[config.mk]
export PLATFORM = sky130hd
export DESIGN_NAME = line_trig_ctrl
export DESIGN_NICKNAME = d
export VERILOG_FILES = /design/src/rtl/line_trig_pkg.sv /design/src/rtl/edge_sync.sv /design/src/rtl/line_trig_ctrl.sv
export SDC_FILE = /design/constraint.sdc
export NUM_CORES = 1
export LEC_CHECK = 0
export BUFFER_PORTS_ARGS = -buffer_cell sky130_fd_sc_hd__buf_2
export CORE_MARGIN = 2
export CORE_UTILIZATION = 50
export CTS_BUF_LIST = sky130_fd_sc_hd__clkbuf_4 sky130_fd_sc_hd__clkbuf_8
export CTS_CLUSTER_SIZE = 14
export DETAILED_ROUTE_END_ITERATION = 10
export PLACE_DENSITY = 0.69
export SYNTH_ARGS = -nofsm -noshare
export SYNTH_HDL_FRONTEND = slang
export SYNTH_SLANG_ARGS = --single-unit
[constraint.sdc]
create_clock -name clk_i -period 5.3 [get_ports clk_i]
set_input_delay 0.795 -clock clk_i [delete_from_list [all_inputs] [get_ports clk_i]]
set_output_delay 0.795 -clock clk_i [all_outputs]
set_load 0.05 [all_outputs]
[src/rtl/line_trig_pkg.sv]
// package: constants for the line acquisition trigger sequencer
package line_trig_pkg;
    // bus geometry
    localparam int ADDR_W = 8;
    localparam int DATA_W = 32;

    // register byte addresses
    localparam logic [7:0] CTRL_ADDR        = 8'h00;
    localparam logic [7:0] CMD_ADDR         = 8'h04;
    localparam logic [7:0] FRAME_CNT_ADDR   = 8'h08;
    localparam logic [7:0] LINES_ADDR       = 8'h0c;
    localparam logic [7:0] EXP_TIME_ADDR    = 8'h10;
    localparam logic [7:0] STATUS_ADDR      = 8'h14;
    localparam logic [7:0] READOUT_US_ADDR  = 8'h18;
    localparam logic [7:0] OVT_LINE_ADDR    = 8'h1c;
    localparam logic [7:0] OVT_ACQ_ADDR     = 8'h20;

    // control and command register field positions
    localparam int CTRL_CONT_BIT   = 0;
    localparam int CTRL_ACQ_TRIG   = 1;
    localparam int CTRL_LINE_TRIG  = 2;
    localparam int CTRL_WIDTH_MODE = 3;
    localparam int CTRL_OH_UNLIM   = 4;
    localparam int CTRL_ACQ_FALL   = 5;
    localparam int CTRL_W          = 6;
    localparam int CMD_START_BIT   = 0;
    localparam int CMD_STOP_BIT    = 1;

    // reset values
    localparam logic [5:0]  CTRL_RST      = 6'h06;
    localparam logic [15:0] FRAME_CNT_RST = 16'h0001;
    localparam logic [15:0] LINES_RST     = 16'h0003;
    localparam logic [15:0] EXP_TIME_RST  = 16'h0028;

    // timing
    localparam int  CLK_MHZ        = 20;
    // overhead in tenths of a us: integer maths keeps the count exact
    localparam int  OH_DEFAULT_DUS = 54;
    localparam int  OH_REDUCED_DUS = 34;
    // exposure overhead: least time, rounded up to whole cycles
    localparam int  OH_DEFAULT_CYC = (OH_DEFAULT_DUS * CLK_MHZ + 9) / 10;
    localparam int  OH_REDUCED_CYC = (OH_REDUCED_DUS * CLK_MHZ + 9) / 10;
    localparam int  READOUT_CYC    = 200;
    localparam logic [15:0] CYC_W  = 16'h0000;

    typedef enum logic [1:0] {
        EXP_IDLE,
        EXP_RUN,
        EXP_HOLD,
        EXP_OVERHEAD
    } exp_state_t;
endpackage : line_trig_pkg

[src/rtl/edge_sync.sv]
// module: two-stage pin synchroniser with edge pulses
`timescale 1ns/1ns
module edge_sync (
    input  wire logic clk_i,
    input  wire logic reset_n_i,
    input  wire logic pin_i,
    output logic      level_o,
    output logic      rise_o,
    output logic      fall_o
);
    logic meta_reg;
    logic sync_reg;
    logic prev_reg;

    // first stage feeds only the second
    always_ff @(posedge clk_i or negedge reset_n_i) begin
        if (!reset_n_i) begin
            meta_reg <= 1'b0;
            sync_reg <= 1'b0;
            prev_reg <= 1'b0;
        end else begin
            meta_reg <= pin_i;
            sync_reg <= meta_reg;
            prev_reg <= sync_reg;
        end
    end

    assign level_o = sync_reg;
    assign rise_o  = sync_reg & ~prev_reg;
    assign fall_o  = ~sync_reg & prev_reg;
endmodule : edge_sync

[src/rtl/line_trig_ctrl.sv]
// module: line acquisition trigger sequencer with apb registers
`timescale 1ns/1ns
module line_trig_ctrl #(
    parameter int READOUT_CYCLES = line_trig_pkg::READOUT_CYC
) (
    input  wire logic        clk_i,
    input  wire logic        reset_n_i,
    input  wire logic        psel,
    input  wire logic        penable,
    input  wire logic        pwrite,
    input  wire logic [7:0]  paddr,
    input  wire logic [31:0] pwdata,
    output logic      [31:0] prdata,
    output logic             pready,
    output logic             pslverr,
    input  wire logic        acq_trigger_input_i,
    input  wire logic        external_line_trigger_input_i,
    output logic             exposure_active_o,
    output logic             readout_active_o,
    output logic             line_trigger_wait_o,
    output logic             acq_trigger_wait_o,
    output logic             frame_start_o,
    output logic             line_overtrigger_o,
    output logic             acq_overtrigger_o
);
    // ------------------------------------------------------------------
    // registers and state
    // ------------------------------------------------------------------
    logic [5:0]  ctrl_reg;
    logic [15:0] frame_cnt_reg;
    logic [15:0] lines_reg;
    logic [15:0] exp_time_reg;
    logic [15:0] ovt_line_reg;
    logic [15:0] ovt_acq_reg;
    logic        running_reg;
    logic        armed_reg;
    logic [15:0] frames_done_reg;
    logic [15:0] lines_done_reg;
    logic [15:0] exp_cnt_reg;
    logic [15:0] ro_cnt_reg;
    logic        ro_busy_reg;
    logic        ro_pending_reg;
    line_trig_pkg::exp_state_t exp_state_reg;

    logic acq_lvl;
    logic acq_rise;
    logic acq_fall;
    logic line_lvl;
    logic line_rise;
    logic line_fall;

    edge_sync u_acq_sync (
        .clk_i     (clk_i),
        .reset_n_i (reset_n_i),
        .pin_i     (acq_trigger_input_i),
        .level_o   (acq_lvl),
        .rise_o    (acq_rise),
        .fall_o    (acq_fall)
    );

    edge_sync u_line_sync (
        .clk_i     (clk_i),
        .reset_n_i (reset_n_i),
        .pin_i     (external_line_trigger_input_i),
        .level_o   (line_lvl),
        .rise_o    (line_rise),
        .fall_o    (line_fall)
    );

    // ------------------------------------------------------------------
    // decoded controls
    // ------------------------------------------------------------------
    logic bus_wr;
    logic bus_rd;
    logic start_cmd;
    logic stop_cmd;
    logic cont_mode;
    logic acq_trig_on;
    logic width_mode;
    logic acq_edge;
    logic line_req;
    logic awaiting_line;
    logic line_accept;
    logic exp_end;
    logic line_ready_out;
    logic frame_last_line;
    logic frames_reached;
    logic [15:0] oh_cycles;

    function automatic logic addr_hit(input logic [7:0] a,
                                      input logic [7:0] b);
        addr_hit = (a == b);
    endfunction : addr_hit

    assign bus_wr      = psel & penable & pwrite;
    assign bus_rd      = psel & ~pwrite;
    assign start_cmd   = bus_wr & addr_hit(paddr, line_trig_pkg::CMD_ADDR)
                         & pwdata[line_trig_pkg::CMD_START_BIT];
    assign stop_cmd    = bus_wr & addr_hit(paddr, line_trig_pkg::CMD_ADDR)
                         & pwdata[line_trig_pkg::CMD_STOP_BIT];
    assign cont_mode   = ctrl_reg[line_trig_pkg::CTRL_CONT_BIT];
    assign acq_trig_on = ctrl_reg[line_trig_pkg::CTRL_ACQ_TRIG];
    assign width_mode  = ctrl_reg[line_trig_pkg::CTRL_WIDTH_MODE];
    assign oh_cycles   = ctrl_reg[line_trig_pkg::CTRL_OH_UNLIM]
                         ? 16'(line_trig_pkg::OH_REDUCED_CYC)
                         : 16'(line_trig_pkg::OH_DEFAULT_CYC);
    assign acq_edge    = ctrl_reg[line_trig_pkg::CTRL_ACQ_FALL]
                         ? acq_fall : acq_rise;
    // free-run line starts when line triggering is off
    assign line_req    = ctrl_reg[line_trig_pkg::CTRL_LINE_TRIG]
                         ? line_rise : 1'b1;
    // frame starts have no pin of their own: lines are awaited once armed
    assign awaiting_line = running_reg & armed_reg
                           & (exp_state_reg == line_trig_pkg::EXP_IDLE);
    assign line_accept = awaiting_line & line_req;
    // overlap is decided only by timing: no mode bit exists
    assign exp_end = (exp_state_reg == line_trig_pkg::EXP_RUN)
                     & (width_mode ? line_fall
                                   : (exp_cnt_reg >= exp_time_reg));
    // a finished exposure hands over when the readout path is free or in its last cycle: timed mode waits in hold, width mode until a later line fall
    assign line_ready_out = ~ro_busy_reg | (ro_cnt_reg == 16'h0001);
    assign frame_last_line = (lines_done_reg + 16'h0001 >= lines_reg);
    assign frames_reached  = (frames_done_reg + 16'h0001 >= frame_cnt_reg);

    // ------------------------------------------------------------------
    // apb registers
    // ------------------------------------------------------------------
    always_ff @(posedge clk_i or negedge reset_n_i) begin
        if (!reset_n_i) begin
            ctrl_reg      <= line_trig_pkg::CTRL_RST;
            frame_cnt_reg <= line_trig_pkg::FRAME_CNT_RST;
            lines_reg     <= line_trig_pkg::LINES_RST;
            exp_time_reg  <= line_trig_pkg::EXP_TIME_RST;
        end else if (bus_wr) begin
            case (paddr)
                line_trig_pkg::CTRL_ADDR:
                    ctrl_reg <= pwdata[5:0];
                line_trig_pkg::FRAME_CNT_ADDR:
                    frame_cnt_reg <= pwdata[15:0];
                line_trig_pkg::LINES_ADDR:
                    lines_reg <= pwdata[15:0];
                line_trig_pkg::EXP_TIME_ADDR:
                    exp_time_reg <= pwdata[15:0];
                default: ;
            endcase
        end
    end

    // zero-wait slave: answer in the access phase
    always_ff @(posedge clk_i or negedge reset_n_i) begin
        if (!reset_n_i) begin
            prdata  <= 32'h0000_0000;
            pready  <= 1'b0;
            pslverr <= 1'b0;
        end else begin
            pready  <= psel & ~penable;
            pslverr <= 1'b0;
            if (bus_rd & ~penable) begin
                case (paddr)
                    line_trig_pkg::CTRL_ADDR:
                        prdata <= {26'h0, ctrl_reg};
                    line_trig_pkg::CMD_ADDR:
                        prdata <= 32'h0000_0000;
                    line_trig_pkg::FRAME_CNT_ADDR:
                        prdata <= {16'h0, frame_cnt_reg};
                    line_trig_pkg::LINES_ADDR:
                        prdata <= {16'h0, lines_reg};
                    line_trig_pkg::EXP_TIME_ADDR:
                        prdata <= {16'h0, exp_time_reg};
                    line_trig_pkg::STATUS_ADDR:
                        prdata <= {26'h0, armed_reg, running_reg,
                                   ro_busy_reg, exposure_active_o,
                                   acq_trigger_wait_o,
                                   line_trigger_wait_o};
                    line_trig_pkg::READOUT_US_ADDR:
                        prdata <= 32'(READOUT_CYCLES
                                      / line_trig_pkg::CLK_MHZ);
                    line_trig_pkg::OVT_LINE_ADDR:
                        prdata <= {16'h0, ovt_line_reg};
                    line_trig_pkg::OVT_ACQ_ADDR:
                        prdata <= {16'h0, ovt_acq_reg};
                    default: begin
                        prdata  <= 32'h0000_0000;
                        pslverr <= 1'b1;
                    end
                endcase
            end else if (psel & ~penable) begin
                prdata  <= 32'h0000_0000;
                pslverr <= ~(paddr <= line_trig_pkg::OVT_ACQ_ADDR
                             && paddr[1:0] == 2'b00);
            end
        end
    end

    // ------------------------------------------------------------------
    // acquisition sequencing
    // ------------------------------------------------------------------
    always_ff @(posedge clk_i or negedge reset_n_i) begin
        if (!reset_n_i) begin
            running_reg     <= 1'b0;
            armed_reg       <= 1'b0;
            frames_done_reg <= 16'h0000;
            lines_done_reg  <= 16'h0000;
        end else if (stop_cmd) begin
            running_reg <= 1'b0;
            armed_reg   <= 1'b0;
        end else if (start_cmd) begin
            running_reg     <= 1'b1;
            armed_reg       <= ~acq_trig_on;
            frames_done_reg <= 16'h0000;
            lines_done_reg  <= 16'h0000;
        end else if (running_reg) begin
            if (!armed_reg && acq_edge) begin
                armed_reg       <= 1'b1;
                frames_done_reg <= 16'h0000;
            end
            if (line_accept) begin
                if (frame_last_line) begin
                    lines_done_reg  <= 16'h0000;
                    frames_done_reg <= frames_done_reg + 16'h0001;
                    if (frames_reached) begin
                        frames_done_reg <= 16'h0000;
                        armed_reg <= ~acq_trig_on;
                        if (!cont_mode && !acq_trig_on) begin
                            running_reg <= 1'b0;
                        end
                    end
                end else begin
                    lines_done_reg <= lines_done_reg + 16'h0001;
                end
            end
        end
    end

    // ------------------------------------------------------------------
    // exposure and overhead
    // ------------------------------------------------------------------
    always_ff @(posedge clk_i or negedge reset_n_i) begin
        if (!reset_n_i) begin
            exp_state_reg <= line_trig_pkg::EXP_IDLE;
            exp_cnt_reg   <= 16'h0000;
        end else begin
            case (exp_state_reg)
                line_trig_pkg::EXP_IDLE: begin
                    exp_cnt_reg <= 16'h0001;
                    if (line_accept) begin
                        exp_state_reg <= line_trig_pkg::EXP_RUN;
                    end
                end
                line_trig_pkg::EXP_RUN: begin
                    exp_cnt_reg <= exp_cnt_reg + 16'h0001;
                    if (exp_end) begin
                        exp_cnt_reg <= 16'h0001;
                        exp_state_reg <= line_ready_out
                            ? line_trig_pkg::EXP_OVERHEAD
                            : (width_mode ? line_trig_pkg::EXP_RUN
                                          : line_trig_pkg::EXP_HOLD);
                    end
                end
                line_trig_pkg::EXP_HOLD: begin
                    exp_cnt_reg <= 16'h0001;
                    if (line_ready_out) begin
                        exp_state_reg <= line_trig_pkg::EXP_OVERHEAD;
                    end
                end
                line_trig_pkg::EXP_OVERHEAD: begin
                    exp_cnt_reg <= exp_cnt_reg + 16'h0001;
                    if (exp_cnt_reg >= oh_cycles) begin
                        exp_state_reg <= line_trig_pkg::EXP_IDLE;
                    end
                end
                default: exp_state_reg <= line_trig_pkg::EXP_IDLE;
            endcase
        end
    end

    // ------------------------------------------------------------------
    // readout, one line at a time
    // ------------------------------------------------------------------
    always_ff @(posedge clk_i or negedge reset_n_i) begin
        if (!reset_n_i) begin
            ro_busy_reg    <= 1'b0;
            ro_cnt_reg     <= 16'h0000;
            ro_pending_reg <= 1'b0;
        end else begin
            ro_pending_reg <= 1'b0;
            if ((exp_end || exp_state_reg == line_trig_pkg::EXP_HOLD)
                && line_ready_out) begin
                ro_busy_reg <= 1'b1;
                ro_cnt_reg  <= 16'(READOUT_CYCLES);
            end else if (ro_busy_reg) begin
                ro_cnt_reg <= ro_cnt_reg - 16'h0001;
                if (ro_cnt_reg == 16'h0001) begin
                    ro_busy_reg <= 1'b0;
                end
            end
        end
    end

    // ------------------------------------------------------------------
    // overtrigger accounting and outputs
    // ------------------------------------------------------------------
    always_ff @(posedge clk_i or negedge reset_n_i) begin
        if (!reset_n_i) begin
            ovt_line_reg       <= 16'h0000;
            ovt_acq_reg        <= 16'h0000;
            line_overtrigger_o <= 1'b0;
            acq_overtrigger_o  <= 1'b0;
        end else begin
            // line edges in any state but the wait are dropped
            line_overtrigger_o <= ctrl_reg[line_trig_pkg::CTRL_LINE_TRIG]
                                  & line_rise & ~awaiting_line;
            acq_overtrigger_o  <= acq_trig_on & acq_edge
                                  & ~(running_reg & ~armed_reg);
            if (line_overtrigger_o) begin
                ovt_line_reg <= ovt_line_reg + 16'h0001;
            end
            if (acq_overtrigger_o) begin
                ovt_acq_reg <= ovt_acq_reg + 16'h0001;
            end
        end
    end

    always_ff @(posedge clk_i or negedge reset_n_i) begin
        if (!reset_n_i) begin
            exposure_active_o   <= 1'b0;
            readout_active_o    <= 1'b0;
            line_trigger_wait_o <= 1'b0;
            acq_trigger_wait_o  <= 1'b0;
            frame_start_o       <= 1'b0;
        end else begin
            exposure_active_o   <= (exp_state_reg
                                    == line_trig_pkg::EXP_RUN);
            readout_active_o    <= ro_busy_reg;
            line_trigger_wait_o <= awaiting_line;
            acq_trigger_wait_o  <= running_reg & ~armed_reg & acq_trig_on;
            frame_start_o       <= line_accept & (lines_done_reg == 16'h0);
        end
    end
endmodule : line_trig_ctrl

; Yosys cells after proc, flatten, opt, wreduce, memory -nomap -nowiden
; Cells that the tools add are included.
[op_classes]
addsub = 6
magnitude_cmp = 5
n_eq_ne = 16
mux = 48
n_bitwise = 37
n_reduce_logical = 26
[ops]
columns = operator, count
row1 = 2-to-1 mux 16 bit, 13
row2 = one-hot mux 16 bit (8 select lines), 1
row3 = "adder 16 x 1 -> 16 bit, second input constant", 5
row4 = 2-to-1 mux 32 bit, 2
row5 = >= comparator 16 bit, 3
row6 = one-hot mux 16 bit (3 select lines), 1
row7 = "== test 8 x 5 -> 1 bit, second input constant", 4
row8 = bitwise AND 1 bit, 23
row9 = 2-to-1 mux 1 bit, 23
row10 = "== test 16 x 1 -> 1 bit, second input constant", 1
row11 = "== test 8 x 4 -> 1 bit, second input constant", 2
row12 = >= comparator 16 x 7 -> 1 bit, 1
row13 = zero test 16 bit, 1
row14 = "subtractor 16 x 1 -> 16 bit, second input constant", 1
row15 = NOT 1 bit, 13
row16 = 2-to-1 mux 2 bit, 6
row17 = AND reduction 2 bit, 5
row18 = OR reduction 9 bit, 1
row19 = "== test 8 x 3 -> 1 bit, second input constant", 1
row20 = "== test 8 x 6 -> 1 bit, second input constant", 1
row21 = "<= comparator 8 x 6 -> 1 bit, second input constant", 1
row22 = zero test 8 bit, 1
row23 = "inequality test 2 bit, second input constant", 4
row24 = one-hot mux 2 bit (4 select lines), 1
row25 = 13 further kinds, 23
[totals]
regBits = 202
inputBits = 47
output_inout_bits = 41
word_cells = 168

; Depth between registers and ports, before layout
; Gate-level depths: netlist of run 1.
[logic_depth]
word_depth = 11
depth_mapped = 17
mapped_depth_nobuf = 15

; Modules after synthesis
; A second synthesis of run 1 with hierarchy kept.
[hier_totals]
cells_unflattened = 1064
hier_area_um2 = 10247.3
[by_module_without_submodules]
columns = module, instances, cells_per_inst, area_per_inst_um2, seq_area_each_um2
row1 = line_trig_ctrl, 1, 1054, 10067.2, 4513.1
row2 = edge_sync, 2, 5, 90.1, 75.1

; Least setup slack after synthesis of run 1
; OpenSTA, ideal clock, no wires.
[synth_path]
kind = register -> register
from = register lines_done_reg[0]
to = register frames_done_reg[10]
setup_time_ps = 118
t_arrival_ps = 3462
required_ps = 5182
slack_ps = 1720
stages_incl_launch_ff = 17
path_buffers = 1
period_less_slack_ps = 3580
cell_sequence = dfrtp_1 ha_1 nand3_1 nor2_1 and4_1 and3_1 and3_1 xor2_1 ha_1 o21ai_0 nor2_1 a2111oi_0 o21ai_1 nand4_1 clkbuf_1 a21oi_1 a21o_1
[synth_via]
elab_chain_len = 6
[synth_rtl]
columns = item, line
row1 = from (decl), line_trig_ctrl.sv:38  ; logic [15:0] lines_done_reg;
row2 = from (signal assigned), line_trig_ctrl.sv:229  ; lines_done_reg <= lines_done_reg + 16'h0001;
row3 = adder 16 x 1 -> 16 bit, line_trig_ctrl.sv:122  ; assign frame_last_line = (lines_done_reg + 16'h0001 >= lines_reg);
row4 = >= comparator 16 bit, line_trig_ctrl.sv:122
row5 = 2-to-1 mux 16 bit, line_trig_ctrl.sv:218  ; if (frame_last_line) begin
row6 = 2-to-1 mux 16 bit, line_trig_ctrl.sv:217  ; if (line_accept) begin
row7 = 2-to-1 mux 16 bit, line_trig_ctrl.sv:212  ; end else if (running_reg) begin
row8 = 2-to-1 mux 16 bit, line_trig_ctrl.sv:207  ; end else if (start_cmd) begin
row9 = to (signal assigned), line_trig_ctrl.sv:220  ; frames_done_reg <= frames_done_reg + 16'h0001;
row10 = to (decl), line_trig_ctrl.sv:37  ; logic [15:0] frames_done_reg;
; No other way between the ends. The select of a mux whose other input is x is not followed.
; A chain may end at the register's enable or synchronous reset.

; Worst setup path in the final report of run 1
[layout_path]
from = register lines_done_reg[0]
to = register frames_done_reg[6]
; Same word-level chain as after synthesis.

==> flow_summary.ini, run 1 <==
[outcome]
outcome = finished, final reports clean

[floorplanning]
dieArea_mm2 = 0.0214
std_cell_rows = 52
start_util_pct = 50.6
core_area_mm2 = 0.0200
die_w_um = 146
ios = 88
die_y_um = 146

[placement]
port_buffers = 55
hpwl_um = 17300
place_ws_ns = 1.01
dpl_cell_area_mm2 = 0.0106
dp_cells = 1317
place.gp.congestion = 0.846

[worst_setup_path]
crit_fanout = 16
crit_path_start_kind = flop
reg2reg_slack_ns = 1.03
worstSetupPathType = reg2reg
cp_data_required_time_ns = 5.71
crit_path_start = lines_done_reg[0]
rr_worst_depth = 15
r2r-start = lines_done_reg[0]
worstPathArrival_ns = 4.68
r2r-end = frames_done_reg[6]
end_kind = flop

[layout]
synthToLayoutAreaGrowth_pct = 8.76
drive_above_1_share_pct = 15.8
regArea_mm2 = 0.00466
diodes = 0
layout.cells.non_filler = 1349
nFillCells = 1844
fin_area_mm2 = 0.0110
final_nets = 1172
final_util_pct = 55.0
multi_input_area_mm2 = 0.00505

[routing]
routedWlPerCell_um = 17.2
first_pass_iters = 8
drt-met1-wl_um = 10500
vias_per_cell = 5.65
ant_nets = 0
drtIter0Drc = 598
drc = 0
route.met2.wl_um = 11200
routed.top_layer = met4
vias = 7625
routed_wl_um = 23200
dr_wl_met3_um = 1080

[global_route]
antenna_found_initial = 0
grt_pass1_vias = 7130
grt_pass1_wl_um = 38000
track_usage_pct = 22.5
grt_start_max_net_pins = 104
overflow = 0

[pwr]
p_per_area_mw_per_mm2 = 301
power.leakage_nw = 5.49
finalPower_mw = 3.32
ir_drop_v = 0.000183

[cts]
cts_root_buf = clkbuf_8
cts_buffers = 17
path_clk_slew_ns = 0.11
cts_resized = 0
hold_buffers = 0
insertion_delay_ns = 0.47
cts_setup_buffers = 0
cts_sinks = 186
cts_max_level = 4
cts_tree = yes
cts.path.max_buffers = 2

[yosys]
synth_async_sr_flop_share_pct = 100
synth_common_cells = dfrtp_1, nand2_1, inv_1
yosys.area.top_type_share_pct = 44.2
synth.yosys.seq_area_share_pct = 46.0
synth_most_common_cell = dfrtp_1
synthCells = 1014
ys_warn_count = 0
yosys.area.top_type = dfrtp_1
synth_edf_count = 0
synth_cell_type_count = 66
synth_area_mm2 = 0.0101
synth.area.top_cells = dfrtp_1, ha_1, mux2_2
synth_area_per_cell_um2 = 10.0
ys_ff_latch = 186
yosys_most_used_dff = dfrtp_1

[sta]
whs_ns = 0.361
hold_viol = 0
finalSetupTns_ns = 0
fin_ws_ns = 1.03
max_slew_margin_pct = 36.8
fin_crit_sh_pct = 80.6
skew_ns = 0.0173
max_slew.worst_pin.slew_ns = 0.948
finalCriticalPeriod_ns = 4.27
fmax_mhz = 234
grt_setup_unrepaired = false
setup_viol = 0
final-max-slew-violation-count = 0

[job]
maxCapViolCount = 0

[hold_path]
min_path_type = reg2reg
hold_path_depth = 0
min_to = u_line_sync.level_o
hp-start = u_line_sync.meta_reg
## cell families after synthesis
kind of cell / after synthesis / share of synthesized area, %
fa+ha+maj: 59 / 7.28
flops: 186 / 46.0
compound gates: 203 / 13.1
simple gates: 335 / 17.1
mux: 50 / 5.45
other cells: 1 / 0.0370
buf+inv: 108 / 4.81
xor+xnor: 72 / 6.22
## layout by cell type (no fill, tap or decap), types with 5 or more instances in the layout
cell type,count
or3_1,7
ha_1,59
nor2_2,10
buf_2,54
o21ai_0,42
a222oi_1,10
a22oi_1,11
buf_4,8
a31oi_1,13
clkbuf_8,19
dfstp_2,7
dfrtp_1,179
nor4b_1,5
xnor2_1,48
nand4_1,21
mux2i_1,8
nor4_1,5
a22o_1,6
nor3_1,18
or2_2,6
nor2_1,54
mux2_2,42
nand3_1,40
nand2b_1,17
a21o_1,34
a21oi_1,52
nand2_1,93
inv_1,63
conb_1,16
xor2_1,24
a211oi_1,9
and3_1,30
## critical path: stages, from the launching register on
cell,delay (ns)
dfrtp_1,0.46
ha_1,0.27
nand3_1,0.14
nor2_1,0.16
and4_1,0.28
and3_1,0.27
and3_1,0.23
xor2_1,0.20
ha_1,0.26
nand4_1,0.14
nor3_1,0.07
a2111oi_0,0.44
o21ai_1,0.22
a31oi_2,0.74
o21bai_1,0.21
a21o_1,0.12
## metal layers
metal | vias to the layer above | track usage (%)
li1 | 3672 | -
met1 | 3747 | 31.3
met2 | 181 | 36.2
met3 | 25 | 3.75
met4 | 0 | 6.89
met5 | - | 0
## final cells by class
type                            count  area share, %
Timing Repair Buffer               63           3.12
Clock inverter                     14           1.40
Tap cell                          270           3.06
Sequential cell                   186           42.3
Inverter                           63           2.14
Clock buffer                       18           2.25
Multi-Input combinational cell    735           45.8
## report_power, final
| group | total, mW | internal (mW) | switching [mW] |
|---|---|---|---|
| Sequential | 1.63 | 1.52 | 0.113 |
| Combinational | 0.726 | 0.247 | 0.480 |
| Clock | 0.969 | 0.407 | 0.562 |
## worst max path at each step
| stage | slack [ns] | endpoint |
|---|---|---|
| after floorplan | 1.72 | frames_done_reg[10] |
| after global placement | 1.06 | frames_done_reg[2] |
| after detailed placement | 1.01 | frames_done_reg[4] |
| after CTS | 1.0 | frames_done_reg[4] |
| after global routing | 0.61 | frames_done_reg[6] |
| final | 1.03 | frames_done_reg[6] |
Note: power is estimated with default switching activity, not from simulation.
==> run 2: changes to the inputs <==
==> constraint.sdc (replaced) <==
create_clock -name clk_i -period 4.45 [get_ports clk_i]
set_input_delay 0.6675 -clock clk_i [delete_from_list [all_inputs] [get_ports clk_i]]
set_output_delay 0.6675 -clock clk_i [all_outputs]
set_load 0.05 [all_outputs]
==> flow_summary.ini, run 2 (synthesis gave the netlist of run 1 again) <==
[placement]
port_buffers = 55
place.gp.congestion = 0.846
hpwl_um = 17200
place_ws_ns = 0.495

[global_route]
grt_pass1_wl_um = 38800
grt_start_max_net_pins = 137
overflow = 0
antenna_found_initial = 0
grt_pass1_vias = 7458
track_usage_pct = 22.7

[sta]
skew_ns = 0.0177
finalCriticalPeriod_ns = 3.96
fin_crit_sh_pct = 88.9
setup_viol = 0
finalSetupTns_ns = 0
fin_ws_ns = 0.494
whs_ns = 0.288
max_slew.worst_pin.slew_ns = 1.07
grt_setup_unrepaired = false
final-max-slew-violation-count = 0
hold_viol = 0
fmax_mhz = 253
max_slew_margin_pct = 28.4

[cts]
cts_buffers = 17
cts_sinks = 186
insertion_delay_ns = 0.48
cts_root_buf = clkbuf_8
cts.path.max_buffers = 2
cts_max_level = 4
cts_setup_buffers = 0
cts_resized = 0
path_clk_slew_ns = 0.10
hold_buffers = 0
cts_tree = yes

[routing]
routed_wl_um = 23000
drc = 0
ant_nets = 0
vias_per_cell = 5.64
vias = 7616
drtIter0Drc = 548
first_pass_iters = 5
routedWlPerCell_um = 17.1

[worst_setup_path]
cp_cell_sequence = ha_1 -> nand3_1 -> nor2_1 -> and4_1 -> and3_1 -> and3_1 -> xor2_1 -> ha_1 -> o21ai_0 -> nor2_1 -> a2111oi_0 -> o21ai_1 -> a31oi_2 -> buf_4 -> o21bai_1 -> a21o_1
r2r-start = lines_done_reg[0]
crit_cells = 16
crit_path_start = lines_done_reg[0]
endpoint = frames_done_reg[2]
critPathBufInv = 1
slowest_stage = dfrtp_1
worstSetupPathType = reg2reg
crit_path_start_kind = flop
max_stage_delay_ns = 0.45
reg2reg_slack_ns = 0.49
cp_data_required_time_ns = 4.86
end_kind = flop
rr_worst_depth = 16
worstPathArrival_ns = 4.37
crit_fanout = 16
r2r-end = frames_done_reg[2]
cpLargestDelayFamily = compound AO/OA/AOI/OAI gates

[pwr]
power.leakage_nw = 5.49
p_comb_share_pct = 21.8
clockPowerShare_pct = 29.5
p_seq_share_pct = 48.7
intPower_mw = 2.66
p_per_area_mw_per_mm2 = 361
finalPower_mw = 3.99
ir_drop_v = 0.000258
p_switching_mw = 1.33
p_sw_share_pct = 33.4

[floorplanning]
ios = 88
core_area_mm2 = 0.0200
dieArea_mm2 = 0.0214
std_cell_rows = 52
die_y_um = 146
start_util_pct = 50.6
die_w_um = 146

[hold_path]
hold_path_depth = 1
min_path_type = in2reg

[layout]
diodes = 0
layout_common_cells = dfrtp_1, nand2_1, inv_1
nFillCells = 1820
final_common_cell = dfrtp_1
final_util_pct = 55.2
drive_above_1_share_pct = 15.8
final_nets = 1173
synthToLayoutAreaGrowth_pct = 9.07

[job]
maxCapViolCount = 0

[outcome]
outcome = finished, final reports clean
-- run 2: through the flow --
stage                     area (um2)  std cells
after floorplan                10200       1029
after global placement         10600       1318
after detailed placement       10600       1318
after CTS                      11100       1350
after global routing           11100       1350
final                          11100       1350
-- run 2: power groups by stage --
stage,clock network [mW],logic [mW],registers [mW]
floorplan,0,0.595,1.97
global placement,0,0.851,1.97
detailed placement,0,0.869,1.97
CTS,1.20,0.873,1.94
global route,1.27,0.979,1.97
finish,1.18,0.869,1.94
-- run 2: how the worst min path moves through the flow --
stage,startpoint,endpoint,slack (ns)
3_5_place_dp,u_acq_sync.meta_reg,u_acq_sync.level_o,0.34
4_1_cts,acq_trigger_input_i,u_acq_sync.meta_reg,0.27
2_1_floorplan,u_acq_sync.meta_reg,u_acq_sync.level_o,0.33
5_1_grt,acq_trigger_input_i,u_acq_sync.meta_reg,0.27
6_report,acq_trigger_input_i,u_acq_sync.meta_reg,0.29
3_3_place_gp,u_acq_sync.meta_reg,u_acq_sync.level_o,0.33
-- run 2: final cells by class --
cell class              instances  area, um2  area share (%)
well taps                     270        338            3.05
multi-input cells             735       5050            45.6
clock inverters                11        136            1.23
inverters                      63        236            2.14
repair buffers                 64        364            3.29
flip-flops and latches        186       4660            42.2
clock buffers                  21        277            2.50
-- run 2: routing by layer --
metal | routed length (um) | track usage [%] | share of wire, % | up-vias
li1 | - | - | - | 3673
met2 | 10800 | 36.6 | 47 | 167
met1 | 10900 | 31.7 | 47 | 3744
met4 | 553 | 7.43 | 2.4 | 0
met5 | 0 | 0 | 0 | -
met3 | 838 | 3.50 | 3.6 | 32
